### src/mme_params.svh
// constants for the move and multiply execution block
`ifndef MME_PARAMS_SVH
`define MME_PARAMS_SVH

// ==========================================================
// opcode fields
`define MME_OP_LOAD_BANK  8'h01
`define MME_OP_LOAD_ACC   8'h0e
`define MME_OP_MUL_LIT    8'h0d
`define MME_OP_MUL_FILE   7'h01
`define MME_OP_STORE      7'h37
`define MME_OP_COPY_SRC   4'hc
`define MME_OP_COPY_DST   4'hf

// ==========================================================
// addressing
`define MME_INDEX_MAX     8'h5f
`define MME_ACCESS_LOW    4'h0
`define MME_ACCESS_HIGH   4'hf
`define MME_ACC_ADDR      12'hfe8
`define MME_PC_LOW_ADDR   12'hff9
`define MME_STACK_L_ADDR  12'hffd
`define MME_STACK_H_ADDR  12'hffe
`define MME_STACK_U_ADDR  12'hfff

// ==========================================================
// reset values
`define MME_RESET_BYTE    8'h00
`define MME_RESET_ADDR    12'h000
`define MME_RESET_WORD    16'h0000

`endif

### src/mme_pkg.sv
// types for the move and multiply execution block
package mme_pkg;

  // ==========================================================
  // instruction cycle phases
  typedef enum logic [3:0] {
    ph_q1 = 4'b0001,
    ph_q2 = 4'b0010,
    ph_q3 = 4'b0100,
    ph_q4 = 4'b1000
  } mme_phase_t;

  // ==========================================================
  // executed operations
  typedef enum logic [6:0] {
    op_none     = 7'b0000001,
    op_copy     = 7'b0000010,
    op_bank     = 7'b0000100,
    op_lit      = 7'b0001000,
    op_store    = 7'b0010000,
    op_mul_lit  = 7'b0100000,
    op_mul_file = 7'b1000000
  } mme_op_t;

endpackage

### src/mme_mul8.sv
// unsigned 8x8 multiplier with registered product
`timescale 1ns/1ps
`default_nettype none
`include "mme_params.svh"

module mme_mul8 (
  input  wire logic        clock_i,
  input  wire logic        rst_n_i,
  input  wire logic        start_i,
  input  wire logic [7:0]  a_i,
  input  wire logic [7:0]  b_i,
  output logic      [15:0] product_o
);

  // ==========================================================
  // product register
  // no carry, overflow or zero indication exists here at all
  wire [15:0] product_next = {8'h00, a_i} * {8'h00, b_i};

  always_ff @(posedge clock_i or negedge rst_n_i) begin
    if (!rst_n_i) begin
      product_o <= `MME_RESET_WORD;
    end else if (start_i) begin
      product_o <= product_next;
    end
  end

endmodule
`default_nettype wire

### src/mme_exec.sv
// move and multiply instruction decode and execute core
`timescale 1ns/1ps
`default_nettype none
`include "mme_params.svh"

module mme_exec (
  input  wire logic        clock_i,
  input  wire logic        rst_n_i,
  input  wire logic [15:0] instr_i,
  input  wire logic        instr_valid_i,
  input  wire logic        ext_set_en_i,
  input  wire logic [11:0] index_base_i,
  input  wire logic [7:0]  mem_rdata_i,
  output logic      [3:0]  phase_o,
  output logic      [11:0] mem_addr_o,
  output logic             mem_rd_o,
  output logic             mem_wr_o,
  output logic      [7:0]  mem_wdata_o,
  output logic      [7:0]  acc_o,
  output logic      [7:0]  bank_select_o,
  output logic      [7:0]  product_high_o,
  output logic      [7:0]  product_low_o,
  output logic             copy_pending_o
);
  import mme_pkg::*;

  // ==========================================================
  // state
  mme_phase_t  phase_reg;
  mme_op_t     op_reg;
  logic [7:0]  lit_reg;
  logic [11:0] addr_reg;
  logic [11:0] dest_reg;
  logic [7:0]  opnd_reg;
  logic        copy_pending_reg;
  logic [15:0] mul_product;

  // ==========================================================
  // decode of the word on the fetch path
  wire [7:0]  f_field    = instr_i[7:0];
  wire        a_bit      = instr_i[8];
  wire        f_low      = (f_field <= `MME_INDEX_MAX);
  wire        is_bank    = (instr_i[15:8] == `MME_OP_LOAD_BANK);
  wire        is_lit     = (instr_i[15:8] == `MME_OP_LOAD_ACC);
  wire        is_mul_lit = (instr_i[15:8] == `MME_OP_MUL_LIT);
  wire        is_mul_f   = (instr_i[15:9] == `MME_OP_MUL_FILE);
  wire        is_store   = (instr_i[15:9] == `MME_OP_STORE);
  wire        is_copy    = (instr_i[15:12] == `MME_OP_COPY_SRC);
  wire        is_dest    = (instr_i[15:12] == `MME_OP_COPY_DST);

  wire mme_op_t dec_op = is_copy    ? op_copy :
                         is_bank    ? op_bank :
                         is_lit     ? op_lit :
                         is_store   ? op_store :
                         is_mul_lit ? op_mul_lit :
                         is_mul_f   ? op_mul_file : op_none;

  // ==========================================================
  // file address generation
  wire        use_index   = ext_set_en_i & ~a_bit & f_low;
  wire [11:0] index_addr  = index_base_i + {4'h0, f_field};
  wire [11:0] access_addr = f_low ? {`MME_ACCESS_LOW, f_field}
                                  : {`MME_ACCESS_HIGH, f_field};
  wire [11:0] banked_addr = {bank_select_o[3:0], f_field};
  wire [11:0] file_addr   = use_index ? index_addr :
                            a_bit     ? banked_addr : access_addr;

  // copy operands span the whole 12-bit data space
  wire [11:0] copy_addr   = instr_i[11:0];
  wire [11:0] read_addr   = is_copy ? copy_addr : file_addr;
  wire        src_is_acc  = (read_addr == `MME_ACC_ADDR);
  wire        need_read   = (is_copy | is_mul_f) & ~src_is_acc;

  // ==========================================================
  // second word and destination checks
  wire        take_first  = (phase_reg == ph_q1) & ~copy_pending_reg & instr_valid_i;
  wire        take_second = (phase_reg == ph_q1) & copy_pending_reg & instr_valid_i & is_dest;
  wire        dest_acc    = (dest_reg == `MME_ACC_ADDR);
  wire        dest_block  = (dest_reg == `MME_PC_LOW_ADDR) |
                            (dest_reg == `MME_STACK_L_ADDR) |
                            (dest_reg == `MME_STACK_H_ADDR) |
                            (dest_reg == `MME_STACK_U_ADDR);
  wire        copy_second = (op_reg == op_copy) & ~copy_pending_reg;
  wire        capture_src = ((op_reg == op_copy) & copy_pending_reg) |
                            (op_reg == op_mul_file);
  wire        opnd_acc    = (addr_reg == `MME_ACC_ADDR);
  wire        is_mul_op   = (op_reg == op_mul_lit) | (op_reg == op_mul_file);
  wire [7:0]  mul_b       = (op_reg == op_mul_lit) ? lit_reg : opnd_reg;
  wire        write_mem   = (op_reg == op_store) |
                            (copy_second & ~dest_block & ~dest_acc);
  wire [11:0] write_addr  = (op_reg == op_store) ? addr_reg : dest_reg;
  wire [7:0]  write_data  = (op_reg == op_store) ? acc_o : opnd_reg;

  // ==========================================================
  // phase sequencer, four clocks per instruction cycle
  always_ff @(posedge clock_i or negedge rst_n_i) begin
    if (!rst_n_i) begin
      phase_reg <= ph_q1;
    end else begin
      case (phase_reg)
        ph_q1:   phase_reg <= ph_q2;
        ph_q2:   phase_reg <= ph_q3;
        ph_q3:   phase_reg <= ph_q4;
        ph_q4:   phase_reg <= ph_q1;
        default: phase_reg <= ph_q1;
      endcase
    end
  end

  // ==========================================================
  // decode phase: latch operation and operands
  // a missing second copy word drops the copy rather than stalling the core
  always_ff @(posedge clock_i or negedge rst_n_i) begin
    if (!rst_n_i) begin
      op_reg           <= op_none;
      lit_reg          <= `MME_RESET_BYTE;
      addr_reg         <= `MME_RESET_ADDR;
      dest_reg         <= `MME_RESET_ADDR;
      copy_pending_reg <= 1'b0;
    end else if (phase_reg == ph_q1) begin
      if (copy_pending_reg) begin
        op_reg           <= take_second ? op_copy : op_none;
        dest_reg         <= copy_addr;
        copy_pending_reg <= 1'b0;
      end else begin
        op_reg           <= take_first ? dec_op : op_none;
        lit_reg          <= instr_i[7:0];
        addr_reg         <= read_addr;
        copy_pending_reg <= take_first & is_copy;
      end
    end
  end

  // ==========================================================
  // read phase: operand capture, accumulator bypasses memory
  always_ff @(posedge clock_i or negedge rst_n_i) begin
    if (!rst_n_i) begin
      opnd_reg <= `MME_RESET_BYTE;
    end else if ((phase_reg == ph_q2) & capture_src) begin
      opnd_reg <= opnd_acc ? acc_o : mem_rdata_i;
    end
  end

  // ==========================================================
  // memory port: read strobe in the read phase, write in the write phase
  // second copy cycle issues no read, so no dummy access reaches memory
  // protected copy targets are gated before the strobe; memory knows nothing of them
  // address and data are registered, so memory sees them a full cycle before the edge
  always_ff @(posedge clock_i or negedge rst_n_i) begin
    if (!rst_n_i) begin
      mem_addr_o  <= `MME_RESET_ADDR;
      mem_rd_o    <= 1'b0;
      mem_wr_o    <= 1'b0;
      mem_wdata_o <= `MME_RESET_BYTE;
    end else begin
      mem_rd_o <= take_first & need_read;
      mem_wr_o <= (phase_reg == ph_q3) & write_mem;
      if (take_first) begin
        mem_addr_o <= read_addr;
      end else if (phase_reg == ph_q3) begin
        mem_addr_o  <= write_addr;
        mem_wdata_o <= write_data;
      end
    end
  end

  // ==========================================================
  // process phase: multiplier
  mme_mul8 u_mul (
    .clock_i   (clock_i),
    .rst_n_i   (rst_n_i),
    .start_i   ((phase_reg == ph_q3) & is_mul_op),
    .a_i       (acc_o),
    .b_i       (mul_b),
    .product_o (mul_product)
  );

  // ==========================================================
  // write phase: core registers, no status flag is ever touched
  always_ff @(posedge clock_i or negedge rst_n_i) begin
    if (!rst_n_i) begin
      acc_o          <= `MME_RESET_BYTE;
      bank_select_o  <= `MME_RESET_BYTE;
      product_high_o <= `MME_RESET_BYTE;
      product_low_o  <= `MME_RESET_BYTE;
    end else if (phase_reg == ph_q4) begin
      if (op_reg == op_lit) begin
        acc_o <= lit_reg;
      end else if (copy_second & dest_acc) begin
        acc_o <= opnd_reg;
      end
      if (op_reg == op_bank) begin
        bank_select_o <= {4'h0, lit_reg[3:0]};
      end
      if (is_mul_op) begin
        product_high_o <= mul_product[15:8];
        product_low_o  <= mul_product[7:0];
      end
    end
  end

  always_ff @(posedge clock_i or negedge rst_n_i) begin
    if (!rst_n_i) begin
      phase_o        <= 4'h1;
      copy_pending_o <= 1'b0;
    end else begin
      phase_o        <= (phase_reg == ph_q4) ? 4'h1 : {phase_reg[2:0], 1'b0};
      copy_pending_o <= (phase_reg == ph_q1) ? (take_first & is_copy) : copy_pending_reg;
    end
  end
endmodule
`default_nettype wire

### config.mk
export PLATFORM = sky130hd
export DESIGN_NAME = mme_exec
export DESIGN_NICKNAME = d
export VERILOG_FILES = /design/src/mme_pkg.sv /design/src/mme_mul8.sv /design/src/mme_exec.sv
export VERILOG_INCLUDE_DIRS = /design/src
export SDC_FILE = /design/constraint.sdc
export NUM_CORES = 1
export LEC_CHECK = 0
export BUFFER_PORTS_ARGS = -buffer_cell sky130_fd_sc_hd__buf_2
export CORE_MARGIN = 3
export CORE_UTILIZATION = 64
export CTS_CLUSTER_DIAMETER = 50
export DETAILED_ROUTE_END_ITERATION = 16
export GPL_TIMING_DRIVEN = 1
export PLACE_DENSITY = 0.9
export SYNTH_ARGS = -nofsm -noshare
export SYNTH_HDL_FRONTEND = slang
export SYNTH_SLANG_ARGS = --single-unit
### constraint.sdc
create_clock -name clock_i -period 16.2 [get_ports clock_i]
set_input_delay 1.62 -clock clock_i [delete_from_list [all_inputs] [get_ports clock_i]]
set_output_delay 1.62 -clock clock_i [all_outputs]
set_load 0.01 [all_outputs]
==> flow_metrics.env <==
export IMPL_path_cells="nor4_1 -> nor2b_1 -> and3b_1 -> mux2i_1 -> nor2b_1 -> fa_1 -> fa_1 -> inv_1 -> fa_1 -> fa_1 -> inv_1 -> ha_1 -> o21a_1 -> o21ai_0 -> a211oi_1 -> nor3_1 -> xnor2_1 -> mux2_2"
export IMPL_slowest_stage="mux2i_1"
export IMPL_placed_cells=1039
export IMPL_grt_max_degree=86
export IMPL_fin_crit_sh_pct=39.3
export IMPL_antenna_cells=0
export IMPL_drt_iter0_drc=824
export IMPL_die_y_um=118
export IMPL_tns_ns=0
export IMPL_overflow=0
export IMPL_cp_end_kind="flip-flop"
export IMPL_postCtsResizedCells=0
export IMPL_area_growth_pct=15.2
export IMPL_hold_slack_ns=0.432
export IMPL_cp_data_required_time_ns=16.51
export IMPL_fmax_mhz=157
export IMPL_hold_viol=0
export IMPL_startpoint_type="flip-flop"
export IMPL_drtAntennaViolNets=0
export IMPL_yosysSeqAreaShare_pct=38.3
export IMPL_rsz0062_at_grt="no"
export IMPL_insertion_delay_ns=0.42
export IMPL_synthArstFlopShare_pct=100
export IMPL_slowest_delay_ns=0.61
export IMPL_clk_pin_slew_ns=0.06
export IMPL_viasPerCell=6.09
export IMPL_powerDensity_nw_per_um2=89.2
export IMPL_cts_setup_buffers=0
export IMPL_ir_drop_uv=77.9
export IMPL_arrival_ns=6.66
export IMPL_worst_path_max_fanout=8
export IMPL_rr_worst_depth=18
export IMPL_drive_gt1_share_pct=20.4
export IMPL_cts_buffer_depth=2
export IMPL_fp_row_count=40
export IMPL_clock_sinks=123
export IMPL_root_buffer="clkbuf_16"
export IMPL_synth_area_leaders="dfrtp_1 37%, fa_1 9.2%, ha_1 6.8%"
export IMPL_maxCapViolCount=0
export IMPL_nets=1011
export IMPL_p_comb_share_pct=8.2
export IMPL_p_int_mw=0.625
export IMPL_portBuffers=94
export IMPL_dieArea_sq_um=14000
export IMPL_synthTopCellsByCount="120 x dfrtp_1, 85 x nand2_1, 68 x inv_1"
export IMPL_syn_inst=806
export IMPL_netlist_area_leader_share_pct=37.3
export IMPL_firstDrtPassIters=6
export IMPL_routabilityCongestion=0.911
export IMPL_core_sq_um=12200
export IMPL_synth_flop_cell="dfrtp_1"
export IMPL_grt_pass1_wl_um=32900
export IMPL_wl_per_cell_um=18.8
export IMPL_status="finished clean"
export IMPL_synth_most_common_cell="dfrtp_1"
export IMPL_instances_no_fill=1071
export IMPL_path_common_cell="fa_1"
export IMPL_clkPwrFrac_pct=51.9
export IMPL_p_sw_share_pct=24.5
export IMPL_cts_buffers=17
export IMPL_power_frac_seq_pct=39.9
export IMPL_hpwl_um=14000
export IMPL_tightest_slew_ns=1.22
export IMPL_synth_seq_cells=123
export IMPL_setup_viol=0
export IMPL_dieWidth_um=118
export IMPL_clock_skew_ns=0.0129
export IMPL_synth_edf_count=0
export IMPL_worstSetupPathType="flip-flop to flip-flop"
export IMPL_antenna_found_initial=0
export IMPL_largest_reg_flops=16
export IMPL_grt_pass1_vias=6591
export IMPL_yosysTopAreaCell="dfrtp_1"
export IMPL_grt_total_usage_pct=29.3
export IMPL_wl_um=20100
export IMPL_max_slew_margin_pct=18.6
export IMPL_holdBufCountCts=0
export IMPL_io_pins=99
export IMPL_syn_area_per_cell_sq_um=9.99
export IMPL_hp_class="flip-flop to flip-flop"
export IMPL_p_leak_nw=4.75
export IMPL_period_minus_slack_ns=6.36
export IMPL_num_vias=6523
export IMPL_largest_register="u_mul.product_o"
export IMPL_yosysWarnings=0
export IMPL_htree_num_levels=4
export IMPL_tritoncts="built"
export IMPL_drc=0
export IMPL_worstHoldPathCells=0
export IMPL_slew_violations=0
export IMPL_power_switching_mw=0.202
export IMPL_syn_cell_area_sq_um=8050
export IMPL_start_util_pct=66.2
export IMPL_synthDistinctLibCells=68
[power groups by stage]
stage               registers, mW  logic, mW  clock network [mW]
floorplan                   0.333     0.0382                   0
global placement            0.334     0.0636                   0
detailed placement          0.335     0.0658                   0
CTS                         0.330     0.0672               0.429
global route                0.331     0.0747               0.441
finish                      0.330     0.0680               0.429
[placed cells by master, fill, tap and decap left out, drive strengths merged, types with 7 or more instances in the layout]
cell type  count
a21oi         36
o31ai          7
inv           70
mux2          38
clkbuf        19
nor3          16
fa            37
nand2         85
xor2          11
nor2b         38
and2          19
buf           99
nand3         12
dfrtp        120
nor2          41
ha            44
o221ai        12
mux2i         43
o21ai         45
[cell families (layout without fill, tap and decap cells)]
family | count (synthesis) | after routing | share of synthesized area (%)
AOI/OAI and AO/OA | 144 | 144 | 11.7
adders and majority gates | 81 | 81 | 16.0
muxes | 81 | 81 | 10.7
buffers and inverters | 105 | 199 | 5.24
and+or+nand+nor | 255 | 255 | 16.3
other | 1 | 4 | 0.0466
xor gates and xnor gates | 16 | 16 | 1.74
DFF | 123 | 123 | 38.3
[stage by stage]
step	util [%]	worst slack (ns)	power, mW	cell area, sq um
after detailed placement	70.9	10.04	0.400	8620
after global routing	76.3	9.39	0.847	9280
final	76.3	9.84	0.827	9280
after CTS	76.3	9.86	0.826	9280
after floorplan	-	10.64	0.371	8060
after global placement	70.9	10.30	0.398	8620
[worst paths after layout]
path,from,endpoint,slack (ns)
max reg2reg,op_reg[2],u_mul.product_o[13],9.84
min in group asynchronous,rst_n_i,u_mul.product_o[6],1.14
min reg2reg,phase_reg[1],phase_o[2],0.43
max in group asynchronous,rst_n_i,opnd_reg[3],13.60
min,phase_reg[1],phase_o[2],0.43
max,op_reg[2],u_mul.product_o[13],9.84
[worst max-delay path, delay by kind of cell, from the launching register on]
kind,cells,cell delay [ns]
multiplexers,2,0.87
flip-flops,1,0.41
buffers and inverters,2,0.09
AO/OA/AOI/OAI,3,0.77
XOR/XNOR,1,0.11
adder cells (fa/ha/maj),5,2.41
AND/OR/NAND/NOR,5,1.58
[area by class of cell]
| class | count | area (sq um) |
|---|---|---|
| Multi-Input combinational cell | 581 | 4560 |
| Sequential cell | 123 | 3080 |
| Fill cell | 771 | 2890 |
| Timing Repair Buffer | 99 | 510 |
| Clock buffer | 19 | 443 |
| Inverter | 68 | 255 |
| Clock inverter | 13 | 215 |
| Tap cell | 168 | 210 |
[metal layers]
metal | up-vias | global-route usage (%) | part of all wire [%]
li1 | 2949 | - | -
met1 | 3189 | 38.4 | 41
met2 | 326 | 49.0 | 49
met3 | 59 | 4.64 | 7.3
met4 | 0 | 11.9 | 2.7
met5 | - | 0 | 0
No activity file was read; power rests on OpenSTA's default activity.
